### config.mk
export PLATFORM = sky130hd
export DESIGN_NAME = mvps_top
export DESIGN_NICKNAME = d
export VERILOG_FILES = /design/src/verilog/mvps_pkg.sv /design/src/verilog/mvps_tick.sv /design/src/verilog/mvps_top.sv
export VERILOG_INCLUDE_DIRS = /design/src /design/src/verilog
export SDC_FILE = /design/constraint.sdc
export NUM_CORES = 2
export LEC_CHECK = 0
export BUFFER_PORTS_ARGS = -buffer_cell sky130_fd_sc_hd__buf_4
export CORE_ASPECT_RATIO = 1.25
export CORE_UTILIZATION = 60
export DETAILED_ROUTE_END_ITERATION = 10
export GPL_TIMING_DRIVEN = 0
export PLACE_DENSITY = 0.78
export SKIP_CTS_REPAIR_TIMING = 1
export SYNTH_ARGS = -nofsm -noshare
export SYNTH_HDL_FRONTEND = slang
export SYNTH_HIERARCHICAL = 1
export SYNTH_SLANG_ARGS = --single-unit
### constraint.sdc
create_clock -name clk_sys -period 32.9 [get_ports clk_sys]
set_input_delay 3.29 -clock clk_sys [delete_from_list [all_inputs] [get_ports clk_sys]]
set_output_delay 3.29 -clock clk_sys [all_outputs]
set_load 0.01 [all_outputs]
### src/verilog/mvps_regs.svh
// Register map, reset values and timing figures of the valve motor stepper.
// Assumes a 100 MHz system clock and a 12-bit APB byte address.
`ifndef MVPS_REGS_SVH
`define MVPS_REGS_SVH

// ----------------------------------------------------------------------
// Register byte offsets
// ----------------------------------------------------------------------
`define MVPS_OFF_CTRL      12'h000
`define MVPS_OFF_STROKE    12'h004
`define MVPS_OFF_RESTART   12'h008
`define MVPS_OFF_BAND      12'h00c
`define MVPS_OFF_HYST      12'h010
`define MVPS_OFF_STATUS    12'h014

// ----------------------------------------------------------------------
// Field layout
// ----------------------------------------------------------------------
`define MVPS_CTRL_EN_BIT   0
`define MVPS_TIME_MSB      13
`define MVPS_PCT_MSB       14
`define MVPS_ST_OPEN_BIT   0
`define MVPS_ST_CLOSE_BIT  1
`define MVPS_ST_LOCK_BIT   2
`define MVPS_ST_LOCKD_BIT  3
`define MVPS_ST_DIR_LSB    4
`define MVPS_ST_DIR_MSB    5
`define MVPS_ST_CNT_LSB    8
`define MVPS_ST_CNT_MSB    25

// ----------------------------------------------------------------------
// Reset values
// ----------------------------------------------------------------------
`define MVPS_RST_EN        1'h0
`define MVPS_RST_STROKE    14'h0000
`define MVPS_RST_RESTART   14'h0000
`define MVPS_RST_BAND      15'h0000
`define MVPS_RST_HYST      15'h0000

// ----------------------------------------------------------------------
// Scaling and timing
// ----------------------------------------------------------------------
// Percent values are in 0.01 %, so full scale 100.00 % is this figure
`define MVPS_PCT_FULL      32'd10000
// Operation cycle of 0.1 s, times are counted in these cycles
`define MVPS_OP_CYCLE_NS   100000000
`define MVPS_CLK_PERIOD_NS 10
`define MVPS_CNT_LAST      18'h00001
`define MVPS_CNT_ZERO      18'h00000

`endif

### src/verilog/mvps_pkg.sv
// Types shared by the valve motor stepper and its cycle tick generator.
// Assumes mvps_regs.svh for all figures; holds types only.
package mvps_pkg;

  typedef enum logic [1:0] {
    MVPS_IDLE,
    MVPS_DRIVE,
    MVPS_LOCK
  } mvps_st_e;

  typedef enum logic [1:0] {
    MVPS_DIR_NONE,
    MVPS_DIR_OPEN,
    MVPS_DIR_CLOSE
  } mvps_dir_e;

  typedef struct packed {
    mvps_st_e    st;
    mvps_dir_e   last_dir;
    logic        locked;
    logic [17:0] cnt;
    logic        drv_open;
    logic        drv_close;
    logic        enable;
    logic [13:0] stroke;
    logic [13:0] restart;
    logic [14:0] band;
    logic [14:0] hyst;
    logic [31:0] prdata;
    logic        slverr;
  } mvps_state_s;

  typedef struct packed {
    logic [31:0] cnt;
    logic        tick;
  } mvps_tick_s;

endpackage : mvps_pkg

### src/verilog/mvps_tick.sv
// Operation cycle tick: one-cycle pulse every CYCLES clocks.
// Assumes a free-running clock; restarts its count at reset.
`timescale 1ns/1ps
`include "mvps_regs.svh"

module mvps_tick #(
  parameter int unsigned CYCLES = 10000000
) (
  input  wire logic clk_sys,  // System clock
  input  wire logic rstn,     // Async reset, active low
  output logic      tick      // One-cycle operation pulse
);

  mvps_pkg::mvps_tick_s s_ff;
  mvps_pkg::mvps_tick_s nxt_s;

  always_comb begin
    nxt_s = s_ff;
    nxt_s.tick = 1'b0;
    if (s_ff.cnt >= CYCLES - 1) begin
      nxt_s.cnt  = 32'h0;
      nxt_s.tick = 1'b1;
    end else begin
      nxt_s.cnt = s_ff.cnt + 32'h1;
    end
  end

  always_ff @(posedge clk_sys or negedge rstn) begin
    if (!rstn) begin
      s_ff <= '0;
    end else begin
      s_ff <= nxt_s;
    end
  end

  assign tick = s_ff.tick;

endmodule : mvps_tick

### src/verilog/mvps_top.sv
// Position-proportional valve motor stepper with APB configuration.
// Assumes signed percent inputs in 0.01 % and an APB master on clk_sys.
`timescale 1ns/1ps
`include "mvps_regs.svh"

module mvps_top #(
  parameter int unsigned OP_CYCLE_CLKS =
    `MVPS_OP_CYCLE_NS / `MVPS_CLK_PERIOD_NS
) (
  input  wire logic        clk_sys,              // System clock
  input  wire logic        rstn,                 // Async reset, active low
  input  wire logic        psel,                 // APB select
  input  wire logic        penable,              // APB enable
  input  wire logic        pwrite,               // APB write
  input  wire logic [11:0] paddr,                // APB byte address
  input  wire logic [31:0] pwdata,               // APB write data
  output logic      [31:0] prdata,               // APB read data
  output logic             pready,               // APB ready
  output logic             pslverr,              // APB error
  input  wire logic [15:0] manipulated_value_in, // Demand, 0.01 %
  input  wire logic [15:0] opening_feedback_in,  // Opening, 0.01 %
  output logic             open_drive_out,       // Motor open contact
  output logic             close_drive_out       // Motor close contact
);

  mvps_pkg::mvps_state_s s_ff;
  mvps_pkg::mvps_state_s nxt_s;

  logic                 tick;
  logic signed [16:0]   dev;
  logic        [16:0]   abs_dev;
  logic                 outside;
  mvps_pkg::mvps_dir_e  want_dir;
  logic                 rev;
  logic        [31:0]   base_prod;
  logic        [31:0]   hyst_prod;
  logic        [17:0]   base_ticks;
  logic        [17:0]   hyst_ticks;
  logic        [17:0]   pulse_ticks;
  logic                 wr_en;
  logic                 rd_setup;
  logic                 addr_ok;

  mvps_tick #(
    .CYCLES (OP_CYCLE_CLKS)
  ) u_tick (
    .clk_sys (clk_sys),
    .rstn    (rstn),
    .tick    (tick)
  );

  // ----------------------------------------------------------------------
  // Deviation and pulse length
  // ----------------------------------------------------------------------
  assign dev = $signed({manipulated_value_in[15], manipulated_value_in})
             - $signed({opening_feedback_in[15], opening_feedback_in});
  assign abs_dev = dev[16] ? 17'(-dev) : 17'(dev);
  assign outside = s_ff.enable && (abs_dev > {2'h0, s_ff.band});
  assign want_dir = (dev > 17'sh0) ? mvps_pkg::MVPS_DIR_OPEN
                                   : mvps_pkg::MVPS_DIR_CLOSE;
  assign rev = (s_ff.last_dir != mvps_pkg::MVPS_DIR_NONE)
            && (want_dir != s_ff.last_dir);
  // Stroke is in 0.1 s, equal to one operation cycle, so no rescale
  assign base_prod = 32'({18'h0, s_ff.stroke} * {15'h0, abs_dev});
  assign hyst_prod = 32'({18'h0, s_ff.stroke} * {17'h0, s_ff.hyst});
  assign base_ticks = 18'(base_prod / `MVPS_PCT_FULL);
  assign hyst_ticks = 18'(hyst_prod / `MVPS_PCT_FULL);
  assign pulse_ticks = rev ? 18'(base_ticks + hyst_ticks) : base_ticks;

  // ----------------------------------------------------------------------
  // APB decode
  // ----------------------------------------------------------------------
  assign wr_en    = psel && penable && pwrite;
  assign rd_setup = psel && !penable;
  assign addr_ok  = (paddr == `MVPS_OFF_CTRL)    ||
                    (paddr == `MVPS_OFF_STROKE)  ||
                    (paddr == `MVPS_OFF_RESTART) ||
                    (paddr == `MVPS_OFF_BAND)    ||
                    (paddr == `MVPS_OFF_HYST)    ||
                    (paddr == `MVPS_OFF_STATUS);

  always_comb begin
    nxt_s = s_ff;
    // Configuration writes, status is read only
    if (wr_en) begin
      case (paddr)
        `MVPS_OFF_CTRL:    nxt_s.enable  = pwdata[`MVPS_CTRL_EN_BIT];
        `MVPS_OFF_STROKE:  nxt_s.stroke  = pwdata[`MVPS_TIME_MSB:0];
        `MVPS_OFF_RESTART: nxt_s.restart = pwdata[`MVPS_TIME_MSB:0];
        `MVPS_OFF_BAND:    nxt_s.band    = pwdata[`MVPS_PCT_MSB:0];
        `MVPS_OFF_HYST:    nxt_s.hyst    = pwdata[`MVPS_PCT_MSB:0];
        default:           nxt_s.enable  = s_ff.enable;
      endcase
    end
    // Read data captured in setup so the access phase needs no wait
    if (rd_setup) begin
      nxt_s.slverr = !addr_ok;
      nxt_s.prdata = 32'h0;
      case (paddr)
        `MVPS_OFF_CTRL:    nxt_s.prdata[`MVPS_CTRL_EN_BIT] = s_ff.enable;
        `MVPS_OFF_STROKE:  nxt_s.prdata[`MVPS_TIME_MSB:0] = s_ff.stroke;
        `MVPS_OFF_RESTART: nxt_s.prdata[`MVPS_TIME_MSB:0] = s_ff.restart;
        `MVPS_OFF_BAND:    nxt_s.prdata[`MVPS_PCT_MSB:0] = s_ff.band;
        `MVPS_OFF_HYST:    nxt_s.prdata[`MVPS_PCT_MSB:0] = s_ff.hyst;
        `MVPS_OFF_STATUS: begin
          nxt_s.prdata[`MVPS_ST_OPEN_BIT]  = s_ff.drv_open;
          nxt_s.prdata[`MVPS_ST_CLOSE_BIT] = s_ff.drv_close;
          nxt_s.prdata[`MVPS_ST_LOCK_BIT]  =
            (s_ff.st == mvps_pkg::MVPS_LOCK);
          nxt_s.prdata[`MVPS_ST_LOCKD_BIT] = s_ff.locked;
          nxt_s.prdata[`MVPS_ST_DIR_MSB:`MVPS_ST_DIR_LSB] = s_ff.last_dir;
          nxt_s.prdata[`MVPS_ST_CNT_MSB:`MVPS_ST_CNT_LSB] = s_ff.cnt;
        end
        default:           nxt_s.prdata = 32'h0;
      endcase
    end

    // ----------------------------------------------------------------------
    // Motor sequencing, stepped once per operation cycle; a disable in drive or lockout acts on the next clock
    // ----------------------------------------------------------------------
    case (s_ff.st)
      mvps_pkg::MVPS_IDLE: begin
        if (tick && outside) begin
          if (rev && !s_ff.locked && (s_ff.restart != 14'h0)) begin
            nxt_s.st  = mvps_pkg::MVPS_LOCK;
            nxt_s.cnt = {4'h0, s_ff.restart};
          end else if (pulse_ticks != `MVPS_CNT_ZERO) begin
            nxt_s.st       = mvps_pkg::MVPS_DRIVE;
            nxt_s.cnt      = pulse_ticks;
            nxt_s.last_dir = want_dir;
            nxt_s.locked   = 1'b0;
          end
        end
      end
      mvps_pkg::MVPS_DRIVE: begin
        if (!s_ff.enable) begin
          nxt_s.st = mvps_pkg::MVPS_IDLE;
        end else if (tick) begin
          // Reversal mid-pulse drops to idle so the lockout runs first
          if (!outside || (want_dir != s_ff.last_dir)) begin
            nxt_s.st  = mvps_pkg::MVPS_IDLE;
            nxt_s.cnt = `MVPS_CNT_ZERO;
          end else if (s_ff.cnt <= `MVPS_CNT_LAST) begin
            nxt_s.st  = mvps_pkg::MVPS_IDLE;
            nxt_s.cnt = `MVPS_CNT_ZERO;
          end else begin
            nxt_s.cnt = s_ff.cnt - `MVPS_CNT_LAST;
          end
        end
      end
      mvps_pkg::MVPS_LOCK: begin
        if (!s_ff.enable) begin
          nxt_s.st  = mvps_pkg::MVPS_IDLE;
          nxt_s.cnt = `MVPS_CNT_ZERO;
        end else if (tick) begin
          if (s_ff.cnt <= `MVPS_CNT_LAST) begin
            nxt_s.st     = mvps_pkg::MVPS_IDLE;
            nxt_s.cnt    = `MVPS_CNT_ZERO;
            nxt_s.locked = 1'b1;
          end else begin
            nxt_s.cnt = s_ff.cnt - `MVPS_CNT_LAST;
          end
        end
      end
      default: begin
        nxt_s.st = mvps_pkg::MVPS_IDLE;
      end
    endcase
    // Contacts follow the next state, so they can never both be on
    nxt_s.drv_open  = (nxt_s.st == mvps_pkg::MVPS_DRIVE)
                   && (nxt_s.last_dir == mvps_pkg::MVPS_DIR_OPEN);
    nxt_s.drv_close = (nxt_s.st == mvps_pkg::MVPS_DRIVE)
                   && (nxt_s.last_dir == mvps_pkg::MVPS_DIR_CLOSE);
  end

  always_ff @(posedge clk_sys or negedge rstn) begin
    if (!rstn) begin
      s_ff          <= '0;
      s_ff.st       <= mvps_pkg::MVPS_IDLE;
      s_ff.last_dir <= mvps_pkg::MVPS_DIR_NONE;
      s_ff.enable   <= `MVPS_RST_EN;
      s_ff.stroke   <= `MVPS_RST_STROKE;
      s_ff.restart  <= `MVPS_RST_RESTART;
      s_ff.band     <= `MVPS_RST_BAND;
      s_ff.hyst     <= `MVPS_RST_HYST;
    end else begin
      s_ff <= nxt_s;
    end
  end

  assign prdata          = s_ff.prdata;
  assign pready          = 1'b1;
  assign pslverr         = psel && penable && s_ff.slverr;
  assign open_drive_out  = s_ff.drv_open;
  assign close_drive_out = s_ff.drv_close;
endmodule : mvps_top

=== Word-level counts from Yosys, hierarchy flattened ===
Cells that the tools add are included.

* Equal/unequal tests: 21
* Order comparisons: 4
* $mul: 2
* $add $sub $neg: 5
* Bitwise operators: 0
* Shift-type cells: 0
* Div/mod/pow operators: 2
* Reductions and logical operators: 35
* Multiplexer cells: 34

{| class="wikitable"
|+ Operator list
! kind !! number
|-
| 18-bit 2-to-1 mux || 7
|-
| 18-bit one-hot mux with 3 select lines || 1
|-
| 23-bit 2-to-1 mux || 2
|-
| 32-bit by 1-bit adder with 32-bit output, second input constant || 1
|-
| 29-bit by 14-bit divider with 32-bit output, second input constant || 1
|-
| 31-bit by 14-bit divider with 32-bit output, second input constant || 1
|-
| 32-bit by 24-bit >= comparator with 1-bit output, second input constant || 1
|-
| 32-bit 2-to-1 mux || 1
|-
| 14-bit by 17-bit multiplier with 31-bit output || 1
|-
| 6-bit one-hot mux with 5 select lines || 1
|-
| 14-bit by 15-bit multiplier with 29-bit output || 1
|-
| 5-bit one-hot mux with 5 select lines || 1
|-
| 12-bit by 4-bit == test with 1-bit output, second input constant || 2
|-
| 12-bit by 5-bit == test with 1-bit output, second input constant || 2
|-
| 19-bit 2-to-1 mux || 1
|-
| 18-bit adder || 1
|-
| 18-bit by 1-bit <= comparator with 1-bit output, second input constant || 1
|-
| 2-bit 2-to-1 mux || 9
|-
| 18-bit nonzero test || 1
|-
| 18-bit by 1-bit subtractor with 18-bit output, second input constant || 1
|-
| 17-bit by 1-bit > comparator with 1-bit output, second input constant || 1
|-
| 17-bit by 15-bit > comparator with 1-bit output || 1
|-
| 17-bit 2-to-1 mux || 1
|-
| 17-bit negation || 1
|-
| 28 further kinds || 62
|}

* Output and inout bits: 36
* Register bits: 144
* Logic and storage cells: 118
* Latch bits: 0
* Bits in writable memories: 0
* Bits in read-only memories: 0
* Memories: 0
* Bits of input ports: 81

=== Logic depth before layout (Yosys ltp) ===
* Word-level depth: 14
* Depth in mapped cells: 138
* Depth with buffers taken out: 127

=== By module ===
Netlist, hierarchy kept.

{| class="wikitable"
|+ Modules (own cells, without submodules)
! module !! cells each !! sequential area each (µm²) !! area an instance (µm²) !! times used
|-
| mvps_top || 4,608 || 2,777.7 || 36,084.6 || 1
|-
| mvps_tick || 154 || 825.8 || 1,571.5 || 1
|}

=== Worst setup path before layout ===
Ideal clock, no wire load.

* Kind: input -> register
* Start: input port manipulated_value_in[0]
* End: register s_ff[95] in the netlist's numbering
* Data required time: 32,772 ps
* Setup time: 128 ps
* Path buffers: 9
* Cell stages on the path: 128
* Arrival time: 30,708 ps
* Slack: 2,064 ps
* Path through: inv_1 ha_1 fa_1 nor2b_1 o21ai_0 nand2b_1 a21o_1 a21o_1 a21o_1 a21o_1 a21o_1 a21o_1 a21oi_1 o21bai_1 a21o_1 a21o_1 a21oi_1 nand3_1 [... 92 more ...] a21oi_1 o21bai_1 a21oi_1 o21bai_1 a21oi_1 nor2b_1 o21ai_0 a21oi_1 xnor2_1 nand4_1 or4_1 or4_1 nor4_1 nand2_1 a2111oi_4 a21oi_2 o21a_2 mux2_1

* Cells in the longest elaborated chain, start to end: 11
* Elaborated cells on any way between the ends: 29
* Classes of those cells: add/sub: 3; mul: 1; div: 1; order compare: 2; eq/ne: 3; mux: 10; reduce/logical: 9

{| class="wikitable"
|+ RTL lines
! element !! RTL line !! text
|-
| start, declared || mvps_top.sv:20 || <nowiki>input wire logic [15:0] manipulated_value_in,</nowiki>
|-
| 16-bit by 16-bit subtractor with 17-bit output * || mvps_top.sv:56 || <nowiki>- $signed({opening_feedback_in[15], opening_feedback_in});</nowiki>
|-
| branches (longest 10 deep; another with 31-bit by 14-bit divider with 32-bit output) || n/a ||
|-
| end signal, assigned || mvps_top.sv:187 || <nowiki>s_ff <= nxt_s;</nowiki>
|-
| end, declared || mvps_top.sv:26 || <nowiki>mvps_pkg::mvps_state_s s_ff;</nowiki>
|}

Every way passes the cells marked *. The select of a mux whose other input is x is not followed.
A chain may end at the register's enable or synchronous reset.

=== Worst setup path in the final report ===
* Start: input port manipulated_value_in[0]
* End: register s_ff[97] in the netlist's numbering

The elaborated chain is that of the path after synthesis.

==> impl_metrics.toml <==
[logic_synthesis]
yosys_warnings = 6
synth-seq-cells = 144
synth_area_per_cell_um2 = 7.91
synth_edf_count = 0
async_reset_ff_share_pct = 100
netlist_area_um2 = 37700
synth-main-ff-cell = "dfrtp_1"
yosysSeqAreaShare_pct = 9.57
synthCells = 4762
synth_cell_type_count = 153

[critical_path]
critical_path.max_stage_delay_ns = 0.64
worstPathMaxFanout = 10
endpoint_kind = "flip-flop"
critPathLaunchType = "input port"
critPathRequiredTime_ns = 33.19
cp_common_cell = "a21o_1"
worstSetupPathType = "in2reg"
slowest_stage = "a2111oi_1"
reg2regPathDepth = 111
arrival_ns = 32.66

[finish]
multiInputGateArea_um2 = 32800
fillerInstances = 4883
register_area_um2 = 3600
design_area_um2 = 43300
area_growth_pct = 14.9
final_nets = 5702
drive_gt1_share_pct = 16.7

[global_routing]
grt_max_degree = 74
grt_pass1_wl_um = 174000
grt_pass1_vias = 34380
grt_util_all_layers_pct = 33.6
antenna_found_initial = 2
overflow = 0

[clock_tree]
cts.htree.levels = 4
numClockSinks = 144
cts_tree = "yes"
clk_pin_slew_ns = 0.07
root_buffer = "clkbuf_16"
cts_buffers = 17
clock_latency_ns = 0.43
cts_buffer_depth = 2

[power_and_ir_drop]
irDropWorstVdd_uv = 27.5
p_switching_mw = 0.331
p_sw_share_pct = 41.4
clkPwrFrac_pct = 25.5
p_leak_nw = 19.8
p_per_area_nw_per_um2 = 18.5
p_int_mw = 0.468
p_seq_share_pct = 24.1
power_frac_comb_pct = 50.5

[sta]
fmax_mhz = 30.9
slew_headroom_pct = 29.9
setup_viol = 0
finalClockSkew_ns = 0.0160
fin_crit_ns = 32.37
timing.hold.ws_ns = 0.481
hold_viol = 0
worst_pin_slew_ns = 1.05
post-route-period-util_pct = 98.4
slew_violations = 0

[placed_design]
gp_congestion = 1.00
place_area_um2 = 39400
portBuffers = 90
dp_hpwl_um = 86500

[drt]
viasPerCell = 6.38
wl_per_cell_um = 19.3
remaining_drc_errors = 0
ant_nets = 0
drt-total-wl_um = 114000
dr.pass1.iters = 9
vias = 37583
drt_iter0_markers = 3627

[floorplan]
core_um2 = 62000
fp-row-count = 102
start_util_pct = 60.7
fp.dieW_um = 226
dieArea_um2 = 63800
fp.dieH_um = 282
boundaryPins = 117

[worst_hold_path]
hp-class = "reg2reg"
whs_path_depth = 2

[run_status]
status = "completed"

[flow_run]
drv_cap = 0
-- state kept, by name (all words and copies together), names as in the netlist --
name,flops
u_tick/tick,1
s_ff,83
u_tick/s_ff,32
close_drive_out,1
open_drive_out,1
prdata,26
-- power by group through the flow --
stage | clock [mW] | sequential, mW | combinational (mW)
floorplan | 0 | 0.191 | 0.218
detailed placement | 0 | 0.195 | 0.304
CTS | 0.205 | 0.192 | 0.306
global route | 0.213 | 0.193 | 0.428
global placement | 0 | 0.195 | 0.299
finish | 0.204 | 0.192 | 0.403
-- cell usage in the layout, fill, tap and decap left out, types with 23 or more instances in the layout --
cell,instances
a211o_1,26
a211oi_1,46
a21o_1,61
a21oi_1,188
a21oi_2,30
a22oi_1,26
a31oi_1,51
and2_1,205
and3_1,35
buf_2,27
buf_4,286
buf_6,23
clkbuf_1,122
dfrtp_1,144
fa_1,330
ha_1,240
inv_1,520
mux2_2,78
mux2i_1,46
nand2_1,544
nand2b_1,37
nand3_1,103
nand4_1,46
nor2_1,274
nor2b_1,33
nor3_1,100
nor4_1,30
o211ai_1,53
o21a_1,47
o21ai_0,199
o21ai_1,40
o21bai_1,27
o31ai_1,32
or2_2,35
or3_1,45
xnor2_1,137
xor2_1,60
-- per-stage QoR --
stage / setup WS (ns) / total power [mW] / utilization, % / TNS (ns) / cells
after floorplan: 2.06 / 0.410 / - / 0 / 4774
after detailed placement: -3.05 / 0.499 / 63.6 / -70.45 / 5697
after global placement: -2.74 / 0.494 / 63.6 / -62.70 / 5696
after global routing: -0.730 / 0.833 / 69.8 / -15.35 / 5892
after CTS: -2.71 / 0.702 / 64.6 / -62.06 / 5729
final: 0.532 / 0.799 / 69.8 / 0 / 5892
-- cells by family (layout without fill, tap and decap cells) --
family	count (synthesis)	count (layout)	share of synthesized area, %
xor gates and xnor gates	241	241	5.90
DFF	144	144	9.57
buffers and inverters	755	1039	8.17
and+or+nand+nor	1645	1645	21.7
muxes	141	141	4.12
adders and majority gates	585	585	26.0
other	3	16	0.0299
AOI/OAI and AO/OA	1248	1249	24.5
-- cells in the mapped netlist, types with 52 or more instances --
master,n,area (um^2)
inv_1,521,1960
o21ai_0,209,1050
o211ai_1,53,398
a21o_1,63,473
a31oi_1,58,363
nor2_1,285,1070
nand3_1,108,541
and2_1,207,1290
nand2_1,551,2070
or3_1,52,325
ha_1,243,3040
xor2_1,72,631
fa_1,332,6650
clkbuf_1,143,537
a21oi_1,214,1070
nor3_1,113,566
mux2_2,83,935
dfrtp_1,144,3600
xnor2_1,157,1380
-- critical path, delay by kind of cell --
kind,cells,cell delay [ns]
AOI/OAI and AO/OA,66,14.19
muxes,4,1.08
and+or+nand+nor,28,5.54
adders and majority gates,12,4.90
buffers and inverters,21,2.74
xor gates and xnor gates,4,0.82
-- per-layer routing --
| layer | global-route usage [%] | vias up | wire, um |
|---|---|---|---|
| met5 | 0 | - | 9 |
| li1 | - | 17284 | - |
| met3 | 5.96 | 338 | 9390 |
| met2 | 57.0 | 1698 | 54600 |
| met1 | 42.5 | 18261 | 44700 |
| met4 | 12.8 | 2 | 5080 |
-- area by class of cell --
| type | instances | share of cell area [%] |
|---|---|---|
| clock inverters | 11 | 0.324 |
| inverters | 528 | 4.60 |
| repair buffers | 253 | 4.54 |
| plain buffers | 226 | 2.80 |
| multi-input cells | 3876 | 75.9 |
| well taps | 832 | 2.41 |
| diodes | 1 | 0.00578 |
| flip-flops and latches | 144 | 8.33 |
| clock buffers | 21 | 1.11 |
-- path summary, 6_finish.rpt --
path,from,endpoint,slack (ns)
worst max-delay path,manipulated_value_in[0],s_ff[97],0.53
worst min-delay path,prdata[4],prdata[4],0.48
worst max register to register,s_ff[81],s_ff[97],2.32
worst min register to register,prdata[4],prdata[4],0.48
max in group asynchronous,rstn,s_ff[114],29.22
min in group asynchronous,rstn,s_ff[45],2.87
Power figures use the tool's default switching activity.
